$ cat config.mk
export PLATFORM = sky130hd
export DESIGN_NAME = flash_host
export DESIGN_NICKNAME = d
export VERILOG_FILES = /design/src/shared/flash_host_pkg.sv /design/src/logic/flash_cycle_engine.sv /design/src/logic/flash_host.sv
export SDC_FILE = /design/constraint.sdc
export NUM_CORES = 1
export LEC_CHECK = 0
export BUFFER_PORTS_ARGS = -buffer_cell sky130_fd_sc_hd__buf_2
export CAP_MARGIN = 20
export CORE_UTILIZATION = 50
export DETAILED_ROUTE_END_ITERATION = 6
export GPL_TIMING_DRIVEN = 1
export PLACE_DENSITY = 0.72
export SLEW_MARGIN = 20
export SYNTH_ARGS = -nofsm -noshare
export SYNTH_HDL_FRONTEND = slang
export SYNTH_HIERARCHICAL = 1
export SYNTH_SLANG_ARGS = --single-unit
$ cat constraint.sdc
create_clock -name clock -period 3.2 [get_ports clock]
set_input_delay 0.48 -clock clock [delete_from_list [all_inputs] [get_ports clock]]
set_output_delay 0.48 -clock clock [all_outputs]
set_load 0.01 [all_outputs]
$ cat src/shared/flash_host_pkg.sv
// Purpose: constants and carriers for the parallel flash host controller
// Assumes: 16-bit word-mode flash with asynchronous strobes
// Notes:   device offsets are word addresses on the flash address pins
package flash_host_pkg;

  // ****************************************************************
  // Flash command codes
  // ****************************************************************
  localparam logic [7:0] CMD_READ_ARRAY   = 8'hff;
  localparam logic [7:0] CMD_READ_ID      = 8'h90;
  localparam logic [7:0] CMD_READ_STATUS  = 8'h70;
  localparam logic [7:0] CMD_CLEAR_STATUS = 8'h50;
  localparam logic [7:0] CMD_BLOCK_ERASE  = 8'h20;
  localparam logic [7:0] CMD_CHIP_ERASE   = 8'h30;
  localparam logic [7:0] CMD_CONFIRM      = 8'hd0;
  localparam logic [7:0] CMD_PROGRAM      = 8'h40;
  localparam logic [7:0] CMD_PROGRAM_ALT  = 8'h10;

  // ****************************************************************
  // Device identifier map (word addresses)
  // ****************************************************************
  localparam logic [18:0] ID_MAKER_ADDR    = 19'h00000;
  localparam logic [18:0] ID_PART_ADDR     = 19'h00001;
  localparam logic [18:0] ID_BLOCK_LOCK_OFS = 19'h00002;
  localparam logic [18:0] ID_DEV_LOCK_ADDR = 19'h00003;

  // ****************************************************************
  // Flash status byte fields
  // ****************************************************************
  localparam int SR_READY_BIT  = 7;
  localparam int SR_ERASE_BIT  = 5;
  localparam int SR_PROG_BIT   = 4;
  localparam int SR_SUPPLY_BIT = 3;
  localparam int SR_LOCK_BIT   = 1;

  // ****************************************************************
  // Own APB register map (byte addresses)
  // ****************************************************************
  localparam logic [7:0] REG_CTRL   = 8'h00;
  localparam logic [7:0] REG_ADDR   = 8'h04;
  localparam logic [7:0] REG_WDATA  = 8'h08;
  localparam logic [7:0] REG_STATUS = 8'h0c;
  localparam logic [7:0] REG_RDATA  = 8'h10;
  localparam logic [7:0] REG_FSR    = 8'h14;
  localparam int CTRL_OP_LSB = 0;
  localparam int CTRL_GO_BIT = 31;
  localparam logic [31:0] RESET_WORD = 32'h0000_0000;

  // ****************************************************************
  // Timing counts at 100 MHz
  // ****************************************************************
  localparam int CLK_PERIOD_NS  = 10;
  localparam int STROBE_LOW_NS  = 70;
  localparam int STROBE_HIGH_NS = 30;
  localparam int STROBE_LOW_CYC =
    (STROBE_LOW_NS + CLK_PERIOD_NS - 1) / CLK_PERIOD_NS;
  localparam int STROBE_HIGH_CYC =
    (STROBE_HIGH_NS + CLK_PERIOD_NS - 1) / CLK_PERIOD_NS;

  // ****************************************************************
  // Host operations
  // ****************************************************************
  typedef enum logic [2:0] {
    OP_READ_ARRAY   = 3'h0,
    OP_READ_ID      = 3'h1,
    OP_READ_STATUS  = 3'h2,
    OP_CLEAR_STATUS = 3'h3,
    OP_BLOCK_ERASE  = 3'h4,
    OP_CHIP_ERASE   = 3'h5,
    OP_PROGRAM      = 3'h6,
    OP_RAW_WRITE    = 3'h7
  } op_e;

  // Single bus cycle request to the strobe engine
  typedef struct packed {
    logic        write;
    logic [18:0] addr;
    logic [15:0] data;
  } cycle_s;

  // Flash pin bundle driven by the host
  typedef struct packed {
    logic        ce_n;
    logic        oe_n;
    logic        we_n;
    logic [18:0] addr;
    logic [15:0] dq_out;
    logic        dq_oe;
  } flash_pins_s;

endpackage

$ cat src/logic/flash_cycle_engine.sv
// Purpose: one asynchronous flash read or write cycle on the pins
// Assumes: request held until done; strobe timing set by package counts
// Notes:   reads sample data just before the strobe rises
`timescale 1ns/1ns
`default_nettype none
module flash_cycle_engine
  import flash_host_pkg::*;
(
  // Clock and reset
  input  wire logic        clock,
  input  wire logic        nrst,
  // Request side
  input  wire logic        req,
  input  wire cycle_s      cyc,
  output logic             done,
  output logic [15:0]      rdata_q,
  // Flash pins
  output flash_pins_s      pins,
  input  wire logic [15:0] dq_sync
);

  typedef enum logic [1:0] {
    CY_IDLE = 2'b00,
    CY_LOW  = 2'b01,
    CY_HIGH = 2'b10
  } cy_e;

  cy_e        st_q, st_d;
  logic [7:0] cnt_q, cnt_d;
  logic       wr_q;
  logic [18:0] addr_q;
  logic [15:0] wd_q;

  wire low_end  = (cnt_q == 8'(STROBE_LOW_CYC - 1));
  wire high_end = (cnt_q == 8'(STROBE_HIGH_CYC - 1));
  assign done = (st_q == CY_HIGH) && high_end;

  always_comb begin
    st_d  = st_q;
    cnt_d = cnt_q + 8'h01;
    case (st_q)
      CY_IDLE: begin
        cnt_d = 8'h00;
        if (req) st_d = CY_LOW;
      end
      CY_LOW: if (low_end) begin
        st_d  = CY_HIGH;
        cnt_d = 8'h00;
      end
      CY_HIGH: if (high_end) begin
        st_d  = CY_IDLE;
        cnt_d = 8'h00;
      end
      default: st_d = CY_IDLE;
    endcase
  end

  always_ff @(posedge clock or negedge nrst) begin
    if (!nrst) begin
      st_q    <= CY_IDLE;
      cnt_q   <= 8'h00;
      wr_q    <= 1'b0;
      addr_q  <= '0;
      wd_q    <= 16'h0000;
      rdata_q <= 16'h0000;
    end else begin
      st_q  <= st_d;
      cnt_q <= cnt_d;
      if (st_q == CY_IDLE && req) begin
        wr_q   <= cyc.write;
        addr_q <= cyc.addr;
        wd_q   <= cyc.data;
      end
      if (st_q == CY_LOW && low_end && !wr_q) rdata_q <= dq_sync;
    end
  end

  // Strobes return high between cycles so the status latch refreshes
  // Write data captured by the flash on the rising strobe
  wire strobe = (st_q == CY_LOW);
  assign pins.ce_n   = !strobe;
  assign pins.oe_n   = !(strobe && !wr_q);
  assign pins.we_n   = !(strobe && wr_q);
  assign pins.addr   = addr_q;
  assign pins.dq_out = wd_q;
  assign pins.dq_oe  = (st_q != CY_IDLE) && wr_q;

endmodule
`default_nettype wire

$ cat src/logic/flash_host.sv
// Purpose: APB-controlled host sequencer for an asynchronous parallel flash
// Assumes: APB3 slave, word-mode flash, single 100 MHz clock
// Notes:   busy pin and data bus cross through three flip-flops
//
// Local design decision: the APB interface to the registers.
`timescale 1ns/1ns
`default_nettype none
module flash_host
  import flash_host_pkg::*;
(
  // Clock and reset
  input  wire logic        clock,
  input  wire logic        nrst,
  // APB slave
  input  wire logic        psel,
  input  wire logic        penable,
  input  wire logic        pwrite,
  input  wire logic [7:0]  paddr,
  input  wire logic [31:0] pwdata,
  output logic [31:0]      prdata,
  output logic             pready,
  output logic             pslverr,
  // Flash pins
  output logic             ce_n,
  output logic             oe_n,
  output logic             we_n,
  output logic [18:0]      flash_addr,
  output logic [15:0]      dq_o,
  output logic             dq_oe,
  input  wire logic [15:0] dq_i,
  input  wire logic        ready_busy_out,
  output logic             reset_powerdown_n
);

  // ****************************************************************
  // Input synchronisers
  // ****************************************************************
  logic [15:0] dq_s1, dq_s2, dq_s3, dq_q;
  logic [2:0]  rb_s;
  logic        rb_ready_q;

  always_ff @(posedge clock or negedge nrst) begin
    if (!nrst) begin
      dq_s1 <= 16'h0000;
      dq_s2 <= 16'h0000;
      dq_s3 <= 16'h0000;
      dq_q  <= 16'h0000;
      // Start at the pulled-up idle level so reset shows no false busy
      rb_s  <= 3'h7;
      rb_ready_q <= 1'b1;
    end else begin
      dq_s1 <= dq_i;
      dq_s2 <= dq_s1;
      dq_s3 <= dq_s2;
      if (dq_s2 == dq_s3) dq_q <= dq_s3;
      rb_s  <= {rb_s[1:0], ready_busy_out};
      // Floating pin is pulled high on board, low means busy
      if (rb_s[1] == rb_s[2]) rb_ready_q <= rb_s[2];
    end
  end

  // ****************************************************************
  // Host sequencer
  // ****************************************************************
  typedef enum logic [2:0] {
    SQ_IDLE  = 3'b000,
    SQ_CYC1  = 3'b001,
    SQ_CYC2  = 3'b010,
    SQ_WAIT  = 3'b011,
    SQ_POLL  = 3'b100,
    SQ_CHECK = 3'b101
  } sq_e;

  sq_e         sq_q, sq_d;
  op_e         op_q;
  logic [18:0] addr_q;
  logic [15:0] wdata_q;
  logic [15:0] rdata_q;
  logic [7:0]  fsr_q;
  logic        busy_q;
  logic        err_q;
  logic        eng_req;
  logic        eng_done;
  logic [15:0] eng_rdata;
  cycle_s      cyc;
  flash_pins_s pins;

  // Two-cycle commands wait for the device, then poll its status
  function automatic logic two_cycle(input op_e op);
    two_cycle = (op == OP_BLOCK_ERASE) || (op == OP_CHIP_ERASE) ||
                (op == OP_PROGRAM);
  endfunction

  function automatic logic [7:0] first_code(input op_e op);
    case (op)
      OP_READ_ARRAY:   first_code = CMD_READ_ARRAY;
      OP_READ_ID:      first_code = CMD_READ_ID;
      OP_READ_STATUS:  first_code = CMD_READ_STATUS;
      OP_CLEAR_STATUS: first_code = CMD_CLEAR_STATUS;
      OP_BLOCK_ERASE:  first_code = CMD_BLOCK_ERASE;
      OP_CHIP_ERASE:   first_code = CMD_CHIP_ERASE;
      OP_PROGRAM:      first_code = CMD_PROGRAM;
      default:         first_code = 8'h00;
    endcase
  endfunction

  // Second cycle: confirm, program data, or a read for read-type ops
  wire [15:0] confirm_word = {8'h00, CMD_CONFIRM};
  wire [15:0] second_data  =
    (op_q == OP_PROGRAM) ? wdata_q : confirm_word;
  wire        second_is_rd = !two_cycle(op_q);
  wire        raw_op       = (op_q == OP_RAW_WRITE);

  always_comb begin
    cyc.write = 1'b1;
    cyc.addr  = addr_q;
    cyc.data  = raw_op ? wdata_q : {8'h00, first_code(op_q)};
    eng_req   = 1'b0;
    case (sq_q)
      SQ_CYC1: eng_req = 1'b1;
      SQ_CYC2: begin
        eng_req   = 1'b1;
        cyc.write = !second_is_rd;
        cyc.data  = second_data;
      end
      SQ_POLL: begin
        eng_req   = 1'b1;
        cyc.write = 1'b0;
      end
      default: eng_req = 1'b0;
    endcase
  end

  // Completion seen on the busy pin, then confirmed by the ready bit
  wire dev_ready = eng_rdata[SR_READY_BIT];
  wire any_err   = |{eng_rdata[SR_ERASE_BIT], eng_rdata[SR_PROG_BIT],
                     eng_rdata[SR_SUPPLY_BIT], eng_rdata[SR_LOCK_BIT]};

  always_comb begin
    sq_d = sq_q;
    case (sq_q)
      SQ_IDLE:  sq_d = SQ_IDLE;
      SQ_CYC1:  if (eng_done)
                  sq_d = (raw_op || op_q == OP_CLEAR_STATUS) ?
                         SQ_IDLE : SQ_CYC2;
      SQ_CYC2:  if (eng_done)
                  sq_d = second_is_rd ? SQ_IDLE : SQ_WAIT;
      SQ_WAIT:  if (rb_ready_q) sq_d = SQ_POLL;
      SQ_POLL:  if (eng_done) sq_d = SQ_CHECK;
      SQ_CHECK: sq_d = dev_ready ? SQ_IDLE : SQ_POLL;
      default:  sq_d = SQ_IDLE;
    endcase
  end

  // ****************************************************************
  // APB register file
  // ****************************************************************
  wire apb_wr   = psel && penable && pwrite;
  wire go_write = apb_wr && (paddr == REG_CTRL) && pwdata[CTRL_GO_BIT];
  wire start    = go_write && !busy_q;
  wire hit_known = (paddr == REG_CTRL) || (paddr == REG_ADDR) ||
                   (paddr == REG_WDATA) || (paddr == REG_STATUS) ||
                   (paddr == REG_RDATA) || (paddr == REG_FSR);

  assign pready  = 1'b1;
  assign pslverr = psel && penable && !hit_known;

  always_comb begin
    case (paddr)
      REG_CTRL:   prdata = {29'h0, op_q};
      REG_ADDR:   prdata = {13'h0, addr_q};
      REG_WDATA:  prdata = {16'h0, wdata_q};
      REG_STATUS: prdata = {29'h0, rb_ready_q, err_q, busy_q};
      // Upper byte of ID and status reads arrives as zero
      REG_RDATA:  prdata = {16'h0, rdata_q};
      // Sticky error flags as last read from the device
      REG_FSR:    prdata = {24'h0, fsr_q};
      default:    prdata = RESET_WORD;
    endcase
  end

  always_ff @(posedge clock or negedge nrst) begin
    if (!nrst) begin
      sq_q    <= SQ_IDLE;
      op_q    <= OP_READ_ARRAY;
      addr_q  <= 19'h0;
      wdata_q <= 16'h0000;
      rdata_q <= 16'h0000;
      fsr_q   <= 8'h00;
      busy_q  <= 1'b0;
      err_q   <= 1'b0;
    end else begin
      sq_q <= start ? SQ_CYC1 : sq_d;
      if (start) begin
        op_q   <= op_e'(pwdata[CTRL_OP_LSB +: 3]);
        busy_q <= 1'b1;
      end else if (sq_d == SQ_IDLE && sq_q != SQ_IDLE) begin
        busy_q <= 1'b0;
      end
      if (apb_wr && paddr == REG_ADDR && !busy_q) addr_q <= pwdata[18:0];
      if (apb_wr && paddr == REG_WDATA && !busy_q) wdata_q <= pwdata[15:0];
      if (sq_q == SQ_CYC2 && eng_done && second_is_rd) rdata_q <= eng_rdata;
      if (sq_q == SQ_CHECK) begin
        fsr_q <= eng_rdata[7:0];
        if (dev_ready) err_q <= any_err;
      end
    end
  end

  // ****************************************************************
  // Flash cycle engine and pins
  // ****************************************************************
  flash_cycle_engine u_cycle (
    .clock   (clock),
    .nrst    (nrst),
    .req     (eng_req),
    .cyc     (cyc),
    .done    (eng_done),
    .rdata_q (eng_rdata),
    .pins    (pins),
    .dq_sync (dq_q)
  );

  assign ce_n              = pins.ce_n;
  assign oe_n              = pins.oe_n;
  assign we_n              = pins.we_n;
  assign flash_addr        = pins.addr;
  assign dq_o              = pins.dq_out;
  assign dq_oe             = pins.dq_oe;
  assign reset_powerdown_n = nrst;

endmodule
`default_nettype wire

==> impl_metrics.json <==
{
  "htree_levels": 4,
  "power_mw": 4.80,
  "synth_xor_xnor_area_share": 0.0216,
  "cp-end-kind": "register",
  "peakVddDrop_uv": 496,
  "cts-root-buf": "clkbuf_16",
  "syn_area_um2": 8120,
  "grt_first_pass_wirelength_mm": 25.5,
  "overflow": 0,
  "synth.distinct_cells": 55,
  "gp_congestion": 0.867,
  "drt_iter0_drc": 274,
  "violations": "hold timing",
  "coreArea_um2": 15900,
  "io_pins": 136,
  "async_reset_ff_frac": 1.00,
  "wire_per_inst_um": 16.7,
  "critPathKind": "register to register",
  "synth_ff_type": "dfrtp_1",
  "maxCapViolCount": 0,
  "ff_latch_area_um2": 4930,
  "dieHeight_um": 129,
  "yosys-top-cells-area": "dfrtp_1, mux2_2, xor2_1",
  "io_buffer_count": 109,
  "die_area_um2": 16700,
  "crit_required_ns": 3.50,
  "final_common_cell": "dfrtp_1",
  "final_cell_mix": "dfrtp_1, mux2_2, buf_2, nand2_1, a22oi_1",
  "hold_viol_final": 7,
  "grt_max_degree": 101,
  "area_growth_pct": 16.4,
  "worst-r2r-cell-count": 9,
  "clk_latency_ns": 0.43,
  "hold_path_class": "input port to asynchronous set/reset pin",
  "synth_fa_ha_area_frac": 0.00555,
  "cts.reportedPaths.clkPinSlew_ns": 0.07,
  "ant_nets": 0,
  "vias": 5034,
  "tightest_slew_ns": 0.631,
  "layout_min_cycle_time_ns": 2.89,
  "fp-row-count": 46,
  "fin_crit_sh": 0.904,
  "finalMaxSlewViolations": 0,
  "arrival_ns": 3.19,
  "n_antenna_cell": 0,
  "numCtsBuffers": 17,
  "comb_power_share": 0.038,
  "drt_wl_total_mm": 15.7,
  "place_ws_ns": 0.323,
  "status": "finished, violations left",
  "fillers": 1245,
  "hold_ws_ns": -0.0106,
  "start_util": 0.511,
  "setup_viol": 0,
  "fin_ws_ns": 0.307,
  "cp_max_fo": 6,
  "swShare": 0.225,
  "postCtsSetupBuffers": 0,
  "holdBufCountCts": 0,
  "multi_input_area_um2": 3000,
  "grtUsageTotal": 0.203,
  "synth-seq-cells": 197,
  "critPathLaunchType": "register",
  "clock_skew_ns": 0.0108,
  "rsz0062_at_grt": "false",
  "synth_mux_area_frac": 0.198,
  "cellLeakagePower_nw": 4.70,
  "routed_via_density": 5.37,
  "cts_tree": "yes",
  "synth_compound_area_frac": 0.0570,
  "hpwl_mm": 11.1,
  "antenna_found_initial": 0,
  "p_clk_frac": 0.426,
  "synth_top_family_by_area": "multiplexers",
  "fmax_mhz": 346,
  "synth-edff-count": 0,
  "syn_inst": 593,
  "cts.path.max_buffers": 2,
  "drcViolationCount": 0,
  "intPower_mw": 3.72,
  "p_seq_frac": 0.536,
  "avgSynthCellArea_um2": 13.7,
  "nNetsFinal": 772,
  "grt_pass1_vias": 4961,
  "drt-pass1-iter-count": 5,
  "yosys.area.top_type_share": 0.595,
  "synth_top_cell_by_area": "dfrtp_1",
  "setup_tns_ns": 0,
  "relSlewSlack": 0.578,
  "cts.sinks": 197,
  "die_x_um": 129,
  "yosysSeqAreaShare": 0.608,
  "ys_warn_count": 6,
  "post_cts_resized": 0,
  "yosys.area_share.simple": 0.0803,
  "drive_gt1_frac": 0.412,
  "p_switching_mw": 1.08,
  "pwr_density_cell_nw_per_um2": 508
}
worst max-delay path: stages, from the launching register on:
cell and delay [ns]:
dfrtp_1 0.44, inv_1 0.09, ha_1 0.17, or3b_2 0.48, nor3_1 0.52, nand2b_1 0.17
o21ai_0 0.27, o21ai_0 0.16, o41ai_1 0.37, nand2_1 0.09
final timing paths:
kind | startpoint | slack [ns] | end
worst max-delay path | u_cycle/cnt_q[0] | 0.31 | busy_q
worst min-delay path | nrst | -0.01 | u_cycle/cnt_q[0]
worst max register to register | u_cycle/cnt_q[0] | 0.31 | busy_q
worst min register to register | dq_s1[4] | 0.35 | dq_s2[4]
max in group asynchronous | nrst | 2.25 | u_cycle/addr_q[18]
min in group clock | ready_busy_out | 0.15 | rb_s[0]
power by group through the flow:
stage	logic, mW	clock network [mW]	registers (mW)
3_5_place_dp	0.186	0	2.62
3_3_place_gp	0.181	0	2.62
2_1_floorplan	0.0830	0	2.62
6_report	0.182	2.04	2.58
5_1_grt	0.208	2.21	2.58
4_1_cts	0.187	2.10	2.58
area by class of cell:
cell class | instances | share of cell area
clock buffer | 20 | 0.0473
inverter | 6 | 0.00238
clock inverter | 12 | 0.0124
timing repair buffer | 120 | 0.0700
sequential | 197 | 0.522
multi-input combinational | 366 | 0.317
tap | 216 | 0.0286
metrics by stage:
step	std cells	area (um^2)	utilization
2_1_floorplan	605	8160	-
3_3_place_gp	905	8880	0.559
3_5_place_dp	905	8880	0.559
4_1_cts	937	9450	0.595
5_1_grt	937	9450	0.595
6_report	937	9450	0.595
sequential cells by signal (all words and copies together) (netlist names):
name             flops
addr_q              19
busy_q               1
dq_q                16
dq_s1               16
dq_s2               16
dq_s3               16
err_q                1
fsr_q                8
op_q                 3
rb_ready_q           1
rb_s                 3
rdata_q             16
sq_q                 3
u_cycle/addr_q      19
u_cycle/cnt_q        8
u_cycle/rdata_q     16
u_cycle/st_q         2
u_cycle/wd_q        16
u_cycle/wr_q         1
wdata_q             16
Yosys cell counts, drive strengths merged, types with 2 or more instances:
| cell type | number |
|---|---|
| mux2 | 132 |
| nand2b | 10 |
| nor3 | 9 |
| or4 | 2 |
| and2 | 12 |
| clkbuf | 15 |
| nand2 | 35 |
| maj3 | 2 |
| a21boi | 3 |
| mux4 | 2 |
| a21oi | 11 |
| mux2i | 6 |
| o21a | 3 |
| or3 | 3 |
| inv | 5 |
| o22ai | 6 |
| a211oi | 3 |
| nand3 | 8 |
| nand4 | 2 |
| dfrtp | 193 |
| xor2 | 18 |
| nor2b | 6 |
| o32ai | 2 |
| o21ai | 17 |
| nor2 | 15 |
| nor4 | 7 |
| ha | 2 |
| conb | 2 |
| buf | 21 |
| nand4b | 2 |
| a22oi | 19 |
| dfstp | 4 |
| xnor2 | 2 |
routing by layer:
metal	vias to the layer above	track usage	wire (um)	part of all wire
met5	-	0	0	0
met4	0	0.0913	431	0.027
met3	40	0.0442	758	0.048
met2	188	0.330	7750	0.49
met1	2493	0.262	6760	0.43
li1	2313	-	-	-
kinds of logic (layout without fill, tap and decap cells):
| group | Yosys count | count (layout) |
|---|---|---|
| adders and majority gates | 4 | 4 |
| AOI/OAI and AO/OA | 71 | 71 |
| DFF | 197 | 197 |
| buffers and inverters | 42 | 158 |
| and+or+nand+nor | 117 | 117 |
| other | 2 | 14 |
| xor gates and xnor gates | 20 | 20 |
| muxes | 140 | 140 |
Note: power is estimated with default switching activity, not from simulation.
